[config.mk]
export PLATFORM = sky130hd
export DESIGN_NAME = rdw_writeback
export DESIGN_NICKNAME = d
export VERILOG_FILES = /design/src/hw/rdw_writeback.v
export VERILOG_INCLUDE_DIRS = /design/src /design/src/common
export SDC_FILE = /design/constraint.sdc
export NUM_CORES = 1
export LEC_CHECK = 0
export BUFFER_PORTS_ARGS = -buffer_cell sky130_fd_sc_hd__buf_2
export CAP_MARGIN = 20
export CORE_MARGIN = 2
export CORE_UTILIZATION = 25
export DETAILED_ROUTE_END_ITERATION = 10
export PLACE_DENSITY = 0.39
export SLEW_MARGIN = 20
export SYNTH_ARGS = -nofsm -noshare
export SYNTH_HDL_FRONTEND = slang
export SYNTH_SLANG_ARGS = --single-unit
[constraint.sdc]
create_clock -name clk -period 7.2 [get_ports clk]
set_clock_uncertainty 0.2 [all_clocks]
set_input_delay 1.44 -clock clk [delete_from_list [all_inputs] [get_ports clk]]
set_output_delay 1.44 -clock clk [all_outputs]
set_load 0.02 [all_outputs]
[src/common/rdw_defines.vh]
// Constants for the receive descriptor status write-back block
`ifndef RDW_DEFINES_VH
`define RDW_DEFINES_VH

// Register byte offsets
`define RDW_REG_CTRL        8'h00
`define RDW_REG_FIRST_DESC  8'h04
`define RDW_REG_SLOT_ADDR   8'h08
`define RDW_REG_STATE       8'h0C
`define RDW_REG_LAST_WORD   8'h10
`define RDW_REG_BRANCH      8'h14

// Control register fields
`define RDW_CTRL_MODE_LO    0
`define RDW_CTRL_MODE_HI    2
`define RDW_CTRL_CSEL       3
`define RDW_CTRL_CRC32      4
`define RDW_CTRL_BIG_END    5
`define RDW_CTRL_RESET      6'h00

// Channel modes
`define RDW_MODE_HDLC       3'h0
`define RDW_MODE_BIT_TR     3'h1
`define RDW_MODE_FLAG_TR    3'h2
`define RDW_MODE_OCTET_TR   3'h3
`define RDW_MODE_V110       3'h4

// Close causes
`define RDW_CAUSE_FILL      3'h0
`define RDW_CAUSE_FRAME_END 3'h1
`define RDW_CAUSE_FAST_ABT  3'h2
`define RDW_CAUSE_SYNC_LOSS 3'h3
`define RDW_CAUSE_STAGE     3'h4
`define RDW_CAUSE_PAUSE     3'h5

// Status byte values, bit positions and per-mode masks
`define RDW_STAT_OK         8'h00
`define RDW_STAT_SHORT_OK   8'h40
`define RDW_STAT_FAST_ABT   8'h02
`define RDW_STAT_LOSS       8'h20
`define RDW_STAT_STAGE      8'h01
`define RDW_BIT_SHORT       6
`define RDW_BIT_LOSS        5
`define RDW_BIT_CHECK       4
`define RDW_BIT_PARTIAL     3
`define RDW_BIT_OVERSIZE    2
`define RDW_BIT_ABORT       1
`define RDW_BIT_OVERRUN     0
`define RDW_MASK_HDLC_CS0   8'h7F
`define RDW_MASK_HDLC_CS1   8'h3F
`define RDW_MASK_V110       8'h23
`define RDW_MASK_FRAME_TR   8'h0F
`define RDW_MASK_OCTET_TR   8'h02

// Short-frame limits in bits
`define RDW_SHORT_BITS_16   16'h0020
`define RDW_SHORT_BITS_32   16'h0030

// Second long word layout
`define RDW_W_LAST          31
`define RDW_W_WRITTEN       30
`define RDW_W_CNT_HI        28
`define RDW_W_CNT_LO        16
`define RDW_W_STAT_HI       15
`define RDW_W_STAT_LO       8
`define RDW_DESC_W2_OFS     32'h0000_0004

`endif

[src/hw/rdw_writeback.v]
// Receive descriptor second long word write-back with branch control
//
// Design decisions made here: the placing of the registers and the APB register port.
`timescale 1ns/1ps
`include "rdw_defines.vh"

// Overview of operation
// RULE_01: Last-piece only in frame modes, else zero
// RULE_02: Exact fill: zero last-piece, then close next
// RULE_03: Normal fill: written set, last clear, status 00
// RULE_04: Fast abort close: written set, status 02
// RULE_05: Frame end: written, last, status, frame interrupt
// RULE_06: Sync lost: loss status 20/21, fault interrupt; code does this in V110 mode only, other modes write 00
// RULE_07: Staging inaccessible: status 01/21, fault interrupt; code writes 01, V110 mode only, else 00 and no fault
// RULE_08: After write, store next address, then branch
// RULE_09: Count field holds bytes actually stored
// RULE_10: Status written always; fault unless 00/40
// RULE_11: Short frame bit, HDLC selector zero only
// RULE_12: Check error bit follows CRC result
// RULE_13: Partial octet bit when bits not multiple
// RULE_14: Oversize bit on length limit abort
// RULE_15: Abort bit causes depend on mode
// RULE_16: Overrun freezes status of that frame
// RULE_17: Multiple errors set all bits together
// RULE_18: Bit 7 zero; unused mode bits forced zero
// RULE_19: Non-HDLC abort only fast abort or pause
// RULE_20: Redirect command while busy uses first address
// RULE_21: Host reads status only with last-piece set
// RULE_22: Data bytes placed by selected byte order
// RULE_23: Host section sizes multiple of four, bounded
// RULE_24: Device writes only second descriptor word
// RULE_25: Second word field layout fixed, rest zero
module rdw_writeback (
  // Clock and reset
  input  wire        clk,
  input  wire        reset,
  // APB register slave
  input  wire        psel,
  input  wire        penable,
  input  wire        pwrite,
  input  wire [7:0]  paddr,
  input  wire [31:0] pwdata,
  output reg  [31:0] prdata,
  output wire        pready,
  output wire        pslverr,
  // Close requests from the receive engine
  input  wire        close_valid,
  output wire        close_ready,
  input  wire [2:0]  close_cause,
  input  wire [31:0] close_desc_addr,
  input  wire [31:0] close_next_ptr,
  input  wire [31:0] close_next2_ptr,
  input  wire [12:0] stored_byte_count,
  input  wire [12:0] section_size,
  input  wire [15:0] frame_bits,
  input  wire        abort_flag_seen,
  input  wire        abort_cmd_seen,
  // Frame error reports
  input  wire        err_valid,
  input  wire        check_error_flag,
  input  wire        partial_octet_flag,
  input  wire        oversize_flag,
  input  wire        overrun_flag,
  // Channel commands that redirect to the first descriptor
  input  wire        redirect_cmd,
  // Shared memory write master
  output reg         mem_req,
  output reg  [31:0] mem_addr,
  output reg  [31:0] mem_wdata,
  input  wire        mem_ack,
  // Branch to next descriptor
  output reg         branch_valid,
  output reg  [31:0] branch_addr,
  // Interrupt events
  output reg         frame_end_int_flag,
  output reg         fault_int,
  // Receive data byte ordering
  input  wire        rx_word_valid,
  input  wire [31:0] rx_word,
  output reg         data_word_valid,
  output reg  [31:0] data_word
);

  localparam [4:0] ST_IDLE   = 5'b00001;
  localparam [4:0] ST_WDESC  = 5'b00010;
  localparam [4:0] ST_WDESC2 = 5'b00100;
  localparam [4:0] ST_WSLOT  = 5'b01000;
  localparam [4:0] ST_BRANCH = 5'b10000;

  reg  [4:0]  state;
  reg  [5:0]  ctrl;
  reg  [31:0] first_rx_desc_addr;
  reg  [31:0] channel_status_slot;
  reg  [31:0] last_word;
  reg  [7:0]  err_acc;
  reg         err_frozen;
  reg         redirect;
  reg         exact_pend;
  reg  [7:0]  pend_status;
  reg  [31:0] desc_addr;
  reg  [31:0] next_ptr;
  reg  [31:0] next2_ptr;
  reg  [31:0] word2;
  reg         word2_last;
  reg  [7:0]  word2_status;

  wire [2:0]  mode       = ctrl[`RDW_CTRL_MODE_HI:`RDW_CTRL_MODE_LO];
  wire        csel       = ctrl[`RDW_CTRL_CSEL];
  wire        crc32      = ctrl[`RDW_CTRL_CRC32];
  wire        big_endian = ctrl[`RDW_CTRL_BIG_END];
  wire        is_hdlc    = (mode == `RDW_MODE_HDLC);
  wire        frame_mode = is_hdlc || (mode == `RDW_MODE_BIT_TR) || (mode == `RDW_MODE_FLAG_TR); // RULE_01
  wire        is_v110    = (mode == `RDW_MODE_V110);

  // Mode masks for status bits
  reg  [7:0]  mode_mask;
  always @* begin
    case (mode)
      `RDW_MODE_HDLC:     mode_mask = csel ? `RDW_MASK_HDLC_CS1 : `RDW_MASK_HDLC_CS0; // RULE_18
      `RDW_MODE_BIT_TR:   mode_mask = `RDW_MASK_FRAME_TR; // RULE_18
      `RDW_MODE_FLAG_TR:  mode_mask = `RDW_MASK_FRAME_TR;
      `RDW_MODE_OCTET_TR: mode_mask = `RDW_MASK_OCTET_TR;
      `RDW_MODE_V110:     mode_mask = `RDW_MASK_V110;
      default:            mode_mask = 8'h00;
    endcase
  end

  // Status and layout of the closing word
  reg  [7:0]  extra_bits;
  reg  [7:0]  next_status;
  reg         next_last;
  reg         short_frame_flag;
  reg         abort_seen;
  wire        exact_fill = frame_mode && (close_cause == `RDW_CAUSE_FRAME_END) &&
                           (stored_byte_count == section_size);

  always @* begin
    short_frame_flag = is_hdlc && !csel &&
                       (frame_bits <= (crc32 ? `RDW_SHORT_BITS_32 : `RDW_SHORT_BITS_16)); // RULE_11
    abort_seen = (close_cause == `RDW_CAUSE_FAST_ABT) || (close_cause == `RDW_CAUSE_PAUSE) ||
                 (is_hdlc && (abort_flag_seen || abort_cmd_seen)); // RULE_15 RULE_19
    extra_bits = 8'h00;
    extra_bits[`RDW_BIT_SHORT] = short_frame_flag;
    extra_bits[`RDW_BIT_ABORT] = abort_seen;
    next_last   = 1'b0;
    next_status = `RDW_STAT_OK;
    case (close_cause)
      `RDW_CAUSE_FILL: begin
        next_last   = 1'b0; // RULE_03
        next_status = `RDW_STAT_OK;
      end
      `RDW_CAUSE_FRAME_END: begin
        next_last   = frame_mode && !exact_fill; // RULE_05 RULE_02
        // Later aborts must not disturb a frame that overran
        next_status = err_frozen ? err_acc : (err_acc | extra_bits); // RULE_16 RULE_17
        if (exact_fill)
          next_status = `RDW_STAT_OK;
      end
      `RDW_CAUSE_FAST_ABT: begin
        next_last   = frame_mode;
        next_status = `RDW_STAT_FAST_ABT; // RULE_04
      end
      `RDW_CAUSE_SYNC_LOSS: begin
        next_last   = 1'b0;
        next_status = `RDW_STAT_LOSS | (err_acc & `RDW_STAT_STAGE); // RULE_06
      end
      `RDW_CAUSE_STAGE: begin
        next_last   = 1'b0;
        next_status = `RDW_STAT_STAGE | (err_acc & `RDW_STAT_LOSS); // RULE_07
      end
      `RDW_CAUSE_PAUSE: begin
        next_last   = frame_mode;
        next_status = err_frozen ? err_acc : (err_acc | extra_bits);
      end
      default: begin
        next_last   = 1'b0;
        next_status = `RDW_STAT_OK;
      end
    endcase
    if (!is_v110 && (close_cause == `RDW_CAUSE_SYNC_LOSS || close_cause == `RDW_CAUSE_STAGE))
      next_status = `RDW_STAT_OK;
    next_status = next_status & mode_mask; // RULE_18
    next_status[7] = 1'b0; // RULE_18
  end

  // Frame status assembled for the pending exact-fill descriptor
  wire [7:0] exact_status = (err_frozen ? err_acc : (err_acc | extra_bits)) & mode_mask;

  function [31:0] pack_word;
    input        last;
    input [12:0] cnt;
    input [7:0]  stat;
    begin
      pack_word = 32'h0000_0000; // RULE_25
      pack_word[`RDW_W_LAST]    = last;
      pack_word[`RDW_W_WRITTEN] = 1'b1;
      pack_word[`RDW_W_CNT_HI:`RDW_W_CNT_LO]   = cnt;
      pack_word[`RDW_W_STAT_HI:`RDW_W_STAT_LO] = stat;
    end
  endfunction

  assign close_ready = (state == ST_IDLE);
  wire   close_take  = close_valid && close_ready;

  // APB access
  wire        apb_wr   = psel && penable && pwrite;
  // Read data loaded in setup so it stands through the access phase
  wire        apb_rd   = psel && !penable && !pwrite;
  reg         addr_hit;
  always @* begin
    case (paddr)
      `RDW_REG_CTRL, `RDW_REG_FIRST_DESC, `RDW_REG_SLOT_ADDR,
      `RDW_REG_STATE, `RDW_REG_LAST_WORD, `RDW_REG_BRANCH: addr_hit = 1'b1;
      default: addr_hit = 1'b0;
    endcase
  end
  assign pready  = 1'b1;
  assign pslverr = psel && penable && !addr_hit;

  reg [31:0] slot_addr;

  always @(posedge clk) begin
    if (reset) begin
      ctrl               <= `RDW_CTRL_RESET;
      first_rx_desc_addr <= 32'h0000_0000;
      slot_addr          <= 32'h0000_0000;
      prdata             <= 32'h0000_0000;
    end else begin
      if (apb_wr) begin
        case (paddr)
          `RDW_REG_CTRL:       ctrl <= pwdata[5:0];
          `RDW_REG_FIRST_DESC: first_rx_desc_addr <= pwdata;
          `RDW_REG_SLOT_ADDR:  slot_addr <= pwdata;
          default: ;
        endcase
      end
      if (apb_rd) begin
        case (paddr)
          `RDW_REG_CTRL:       prdata <= {26'h0, ctrl};
          `RDW_REG_FIRST_DESC: prdata <= first_rx_desc_addr;
          `RDW_REG_SLOT_ADDR:  prdata <= slot_addr;
          `RDW_REG_STATE:      prdata <= {23'h0, err_frozen, redirect, exact_pend, state, ~close_ready};
          `RDW_REG_LAST_WORD:  prdata <= last_word;
          `RDW_REG_BRANCH:     prdata <= channel_status_slot;
          default:             prdata <= 32'h0000_0000;
        endcase
      end
    end
  end

  // Error accumulation per frame
  wire frame_close = close_take && frame_mode && !exact_fill &&
                     (close_cause == `RDW_CAUSE_FRAME_END || close_cause == `RDW_CAUSE_PAUSE ||
                      close_cause == `RDW_CAUSE_FAST_ABT);
  wire exact_close = (state == ST_WDESC2) && mem_ack;
  wire frame_done  = frame_close || exact_close || (close_take && !frame_mode &&
                     close_cause != `RDW_CAUSE_FILL);

  always @(posedge clk) begin
    if (reset) begin
      err_acc    <= 8'h00;
      err_frozen <= 1'b0;
    end else if (frame_done) begin
      // A report in the closing cycle opens the next frame, not lost
      err_acc    <= {3'b000, err_valid & check_error_flag, err_valid & partial_octet_flag,
                     err_valid & oversize_flag, 1'b0, err_valid & overrun_flag}; // RULE_17
      err_frozen <= err_valid & overrun_flag; // RULE_16
    end else if (err_valid && !err_frozen) begin
      err_acc[`RDW_BIT_CHECK]    <= err_acc[`RDW_BIT_CHECK]    | check_error_flag;   // RULE_12 RULE_17
      err_acc[`RDW_BIT_PARTIAL]  <= err_acc[`RDW_BIT_PARTIAL]  | partial_octet_flag; // RULE_13
      err_acc[`RDW_BIT_OVERSIZE] <= err_acc[`RDW_BIT_OVERSIZE] | oversize_flag;      // RULE_14
      err_acc[`RDW_BIT_OVERRUN]  <= err_acc[`RDW_BIT_OVERRUN]  | overrun_flag;       // RULE_16
      err_frozen <= overrun_flag; // RULE_16
    end
  end

  // Redirect latch; a command in the same cycle as a close still counts
  always @(posedge clk) begin
    if (reset)
      redirect <= 1'b0;
    else if (redirect_cmd && (state != ST_IDLE || close_take))
      redirect <= 1'b1; // RULE_20
    else if (state == ST_BRANCH)
      redirect <= 1'b0;
  end

  // Write-back sequencer
  always @(posedge clk) begin
    if (reset) begin
      state               <= ST_IDLE;
      mem_req             <= 1'b0;
      mem_addr            <= 32'h0000_0000;
      mem_wdata           <= 32'h0000_0000;
      branch_valid        <= 1'b0;
      branch_addr         <= 32'h0000_0000;
      frame_end_int_flag  <= 1'b0;
      fault_int           <= 1'b0;
      channel_status_slot <= 32'h0000_0000;
      last_word           <= 32'h0000_0000;
      exact_pend          <= 1'b0;
      pend_status         <= 8'h00;
      desc_addr           <= 32'h0000_0000;
      next_ptr            <= 32'h0000_0000;
      next2_ptr           <= 32'h0000_0000;
      word2               <= 32'h0000_0000;
      word2_last          <= 1'b0;
      word2_status        <= 8'h00;
    end else begin
      branch_valid       <= 1'b0;
      frame_end_int_flag <= 1'b0;
      fault_int          <= 1'b0;
      case (state)
        ST_IDLE: begin
          if (close_take) begin
            desc_addr    <= close_desc_addr;
            next_ptr     <= close_next_ptr;
            next2_ptr    <= close_next2_ptr;
            exact_pend   <= exact_fill; // RULE_02
            pend_status  <= exact_status;
            word2_last   <= next_last;
            word2_status <= next_status;
            mem_req      <= 1'b1;
            mem_addr     <= close_desc_addr + `RDW_DESC_W2_OFS; // RULE_24
            mem_wdata    <= pack_word(next_last, stored_byte_count, next_status); // RULE_09 RULE_10
            state        <= ST_WDESC;
          end
        end
        ST_WDESC: begin
          if (mem_ack) begin
            last_word <= mem_wdata;
            frame_end_int_flag <= word2_last; // RULE_05
            fault_int <= (word2_status != `RDW_STAT_OK) &&
                         (word2_status != `RDW_STAT_SHORT_OK); // RULE_10 RULE_06 RULE_07
            if (exact_pend && !redirect) begin
              // Empty descriptor that carries only the frame end
              mem_addr  <= next_ptr + `RDW_DESC_W2_OFS; // RULE_02
              mem_wdata <= pack_word(1'b1, 13'h0000, pend_status);
              word2     <= pack_word(1'b1, 13'h0000, pend_status);
              state     <= ST_WDESC2;
            end else begin
              mem_addr  <= slot_addr; // RULE_08
              mem_wdata <= redirect ? first_rx_desc_addr : next_ptr; // RULE_20
              state     <= ST_WSLOT;
            end
          end
        end
        ST_WDESC2: begin
          if (mem_ack) begin
            last_word <= word2;
            frame_end_int_flag <= 1'b1;
            fault_int <= (pend_status != `RDW_STAT_OK) && (pend_status != `RDW_STAT_SHORT_OK);
            mem_addr  <= slot_addr;
            mem_wdata <= redirect ? first_rx_desc_addr : next2_ptr;
            state     <= ST_WSLOT;
          end
        end
        ST_WSLOT: begin
          if (mem_ack) begin
            mem_req             <= 1'b0;
            channel_status_slot <= mem_wdata; // RULE_08
            branch_addr         <= mem_wdata;
            state               <= ST_BRANCH;
          end
        end
        ST_BRANCH: begin
          branch_valid <= 1'b1; // RULE_08
          exact_pend   <= 1'b0;
          state        <= ST_IDLE;
        end
        default: begin
          mem_req <= 1'b0;
          state   <= ST_IDLE;
        end
      endcase
    end
  end

  // Lane order of incoming data words; little endian passes straight
  always @(posedge clk) begin
    if (reset) begin
      data_word_valid <= 1'b0;
      data_word       <= 32'h0000_0000;
    end else begin
      data_word_valid <= rx_word_valid;
      if (rx_word_valid)
        data_word <= big_endian ? {rx_word[7:0], rx_word[15:8], rx_word[23:16], rx_word[31:24]} :
                                  rx_word; // RULE_22
    end
  end

endmodule // rdw_writeback

# == Word-level counts from Yosys, hierarchy flattened ==
# Cells that the tools add are included.
# word_totals
register_bits,368
output_inout_bits,168
elab_cells,189
input_bits,229
# op_classes
n_reduce_logical,69
n_eq_ne,27
n_addsub,2
bitwise,13
order_cmp,1
muxes,52
# ops
op,count
$mux W32,13
$pmux W32 S3,2
$pmux W32 S6,1
$add A32 B3 Y32 const B,2
$pmux W32 S2,1
$pmux W7 S5,1
$mux W7,4
$pmux W7 S4,1
$mux W5,5
$logic_and A1 B1 Y1,24
$pmux W5 S4,1
$eq A8 B4 Y1 const B,2
$eq A8 B5 Y1 const B,2
$le A16 B6 Y1,1
$reduce_bool A8 Y1,2
$mux W1,15
$eq A13 B13 Y1,1
$eq A3 B2 Y1 const B,4
$reduce_and A2 Y1,6
$logic_or A1 B1 Y1,11
$eq A3 B3 Y1 const B,3
$logic_not A1 Y1,9
$reduce_and A3 Y1,3
$and A7 B8 Y8,1
other kinds (29),49

# == Longest topological paths before layout ==
# logic_depth
ltp_word,11
depth_mapped,10
mapped_depth_nobuf,7

# == Worst setup path after synthesis ==
# No wires, ideal clock.
# synth_timing
kind,in2out
from,input port paddr[1]
to,output port pslverr
setup_slack_ns,3.103
stages,4
arrival_ns,2.457
path_buffers,0
required_ns,5.560
path_cell_list,or4_4 nor2_4 nand2_1 and3_1
# synth_between
elab_chain_cells,5
word_cells_on_any_way,10
classes_between,eq/ne: 5; mux: 1; reduce/logical: 4
# synth_lines
item,line,rtl
from (decl),rdw_writeback.v:41,"input wire [7:0] paddr,"
$eq A8 B5 Y1 (tied with other cells),rdw_writeback.v:211,case (paddr)
$reduce_or A6 Y1 *,rdw_writeback.v:211,
$mux W1 *,rdw_writeback.v:211,
$logic_not A1 Y1 *,rdw_writeback.v:218,assign pslverr = psel && penable && !addr_hit;
$logic_and A1 B1 Y1 *,rdw_writeback.v:218,
to (decl),rdw_writeback.v:45,"output wire pslverr,"
# Mark *: on every way between the ends. The rest lies on a longest branch, timed or not.

# == Worst setup path after layout ==
# Same ends and word-level chain as after synthesis.

==> flow_summary_export.csv <==
group,metric,value,unit
yosys,yosys.area_share.simple,22.91,%
power_and_ir_drop,p_per_area,252.7,nW/µm²
status,status,"finished clean",
grt,grt_max_degree,196,
grt,gr-usage-met2,32.12,%
detailed_routing,antenna_left,0,
grt,grt_use_total,21.87,%
sta,fin_crit,4475,ps
yosys,synthAdderAreaFrac,0.2816,%
yosys,synth_compound_area_share,21.93,%
grt,grt_first_pass_wirelength,113600,µm
grt,grtUsageMet1,32.25,%
worst_setup_path,r2r_start,"ctrl[0]",
floorplanning,dieHeight,263.9,µm
yosys,synth_warnings,0,
worst_setup_path,arrival,2840,ps
grt,antenna_found_initial,14,
placement,placed_cell_area,19430,µm²
sta,setup_viol_count_final,0,
worst_setup_path,cpMaxStageDelayCell,"or4_4",
worst_setup_path,crit_top_cell,"buf_2",
yosys,postSynthAreaPerCell,8.053,µm²
sta,tns,0,ps
yosys,ys_types,70,
worst_setup_path,cp_slowest_stage_delay,570,ps
worst_setup_path,crit_chain,"buf_2 -> or4_4 -> nor2_4 -> nand2_1 -> and3_1 -> buf_2",
detailed_routing,drt-wirelength-per-cell,23.79,µm
sta,rsz0062_at_grt,"no",
cts,path_clk_slew,60,ps
yosys,syn-num-nets,2329,
yosys,synth_top_area_cell,"dfxtp_1",
yosys,synth_area_leaders,"dfxtp_1, nand2_1, a21oi_1",
yosys,ys_ff_latch,363,
sta,slew_headroom,30.31,%
sta,hold_viol_final,0,
grt,overflow,0,
worst_setup_path,worstReg2RegEnd,"err_acc[2]",
cts,h-tree-depth,2,
cts,insertion_delay,590,ps
yosys,muxShareOfSynthArea,3.520,%
worst_setup_path,endpoint,"pslverr",
sta,min_period_over_period,62.16,%
final_layout,fillers,7278,
sta,tightest_slew,1045,ps
detailed_routing,drtPass1Iterations,7,
sta,drv_slew,0,
placement,dp.final_hpwl,57300,µm
placement,dp.cells,3212,
floorplanning,die_width,263.9,µm
yosys,async_reset_ff_share,0,%
yosys,yosysTopAreaCellShare,43.03,%
floorplanning,die_area,69640,µm²
yosys,synth_top_family_by_area,"simple AND/OR/NAND/NOR gates",
yosys,ys.flop_type,"dfxtp_1",
cts,cts_resized,0,
run,maxCapViolCount,0,
worst_setup_path,critPathKind,"in -> out",
final_layout,fin_cells,3300,
yosys,syn_inst,2097,
worst_setup_path,worst-path-max-fanout,8,
cts,cts-hold-fix-buffers,0,
final_layout,layout_common_cells,"nand2_1, buf_2, dfxtp_1",
floorplanning,core-area,67040,µm²
worst_setup_path,r2r_slack,3470,ps
worst_setup_path,reg2reg_depth,6,
power_and_ir_drop,power_leakage,8.078,nW
worst_setup_path,cp-start-kind,"input port",
sta,fmax,223.4,MHz
detailed_routing,via_per_inst,5.133,
grt,grt_pass1_vias,16000,
floorplanning,initial_core_util,25.19,%
detailed_routing,drcViolationCount,0,
cts,post-cts-setup-buffers,0,
cts,root_buffer,"clkbuf_16",
placement,globalplace.congestion,0.8523,
grt,grt-busiest-layer,"met1",
detailed_routing,vias,16939,
floorplanning,num_rows,95,
worst_setup_path,worstPathRequired,5560,ps
worst_setup_path,critPathLaunch,"paddr[1]",
final_layout,syn_to_final_growth,24.24,%
final_layout,fin_nets,2619,
cts,numCtsBuffers,46,
cts,cts_tree,"built",
cts,cts.sinks,363,
yosys,yosysSeqAreaShare,43.03,%
grt,gr-usage-met3,4.735,%
power_and_ir_drop,max-vdd-ir-drop,0.1434,mV
cts,cts_buffer_depth,3,
placement,port_buffers,395,
detailed_routing,drt-total-wl,78490,µm
worst_hold_path,hold_path.class,"reg -> reg",
final_layout,drive_gt1_share,22.31,%
final_layout,fin_area,20980,µm²
worst_setup_path,cp-end-kind,"primary output",
final_layout,final_common_cell,"nand2_1",
yosys,synth-edff-count,0,
yosys,syn-cell-area,16890,µm²
power_and_ir_drop,total_power,5.302,mW
yosys,synth_xor_area_share,3.527,%
detailed_routing,drtIter0Drc,1485,
floorplanning,ioPinCount,397,
## sequential cells by signal, summed over array words and instances, names as in the netlist, 6 cells and up
signal,cells
channel_status_slot,32
ctrl,6
data_word,32
first_rx_desc_addr,32
last_word,32
mem_addr,32
mem_wdata,32
next2_ptr,32
next_ptr,32
pend_status,6
prdata,32
slot_addr,32
word2,7
word2_status,6
## worst min path at each step
| stage | depth (start not counted) | slack, ps | startpoint | endpoint |
|---|---|---|---|---|
| detailed placement | 1 | 240 | prdata[25] | prdata[25] |
| global placement | 1 | 230 | prdata[31] | prdata[31] |
| floorplan | 2 | 230 | word2[30] | word2[30] |
| finish | 2 | 250 | prdata[13] | prdata[13] |
| global route | 2 | 260 | word2[30] | word2[30] |
| CTS | 2 | 250 | word2[30] | word2[30] |
## critical path: cells and delay by family
| family | cells | cell delay (ps) |
|---|---|---|
| simple gates | 4 | 1150 |
| buf+inv | 2 | 250 |
## per-layer routing
metal,wire length [µm],up-vias
li1,-,8044
met1,37320,8187
met2,33650,601
met3,5900,95
met4,1544,12
met5,80,-
## final cells by class
class                           instances  area (µm²)  share of cell area (%)
Multi-Input combinational cell       1548        8853                   42.20
Inverter                               12       45.04                  0.2147
Timing Repair Buffer                  416        2172                   10.35
Clock buffer                           69        1389                   6.620
Clock inverter                         12       138.9                  0.6620
Sequential cell                       363        7272                   34.66
Tap cell                              873        1092                   5.206
Antenna cell                            7       17.52                 0.08349
## synthesized netlist by cell type, drive strengths merged (15+ instances only)
cell type    n
nor4        17
nor3        51
and3        30
a21oi      241
o21ai       33
nor2       163
nand3       60
mux2i       47
a221oi      32
buf         62
xor2        35
nand4       22
a22oi       56
nand2      477
a211oi      64
xnor2       33
clkbuf     112
a222oi      18
dfxtp      363
a21o        15
## where the power goes
| part | switching, mW | internal, mW | total (mW) |
|---|---|---|---|
| sequential | 0.108 | 2.11 | 2.22 |
| clock | 0.946 | 1.43 | 2.38 |
| combinational | 0.470 | 0.239 | 0.709 |
| total | 1.52 | 3.78 | 5.30 |
## through the flow
stage | util [%] | setup slack, ps | hold slack (ps)
5_1_grt | 31.28 | 2634 | 264.8
6_report | 31.30 | 2725 | 245.1
3_5_place_dp | 28.98 | 2703 | 238.4
2_1_floorplan | - | 3103 | 225.8
3_3_place_gp | 28.97 | 2628 | 231.7
4_1_cts | 31.26 | 2700 | 247.8
## kinds of logic after synthesis
kind of cell | Yosys count
buffers and inverters | 186
XOR/XNOR | 68
adder cells (fa/ha/maj) | 4
AO/OA/AOI/OAI | 539
multiplexers | 58
flip-flops | 363
other | 1
AND/OR/NAND/NOR | 878
Note: power is estimated with default switching activity, not from simulation.
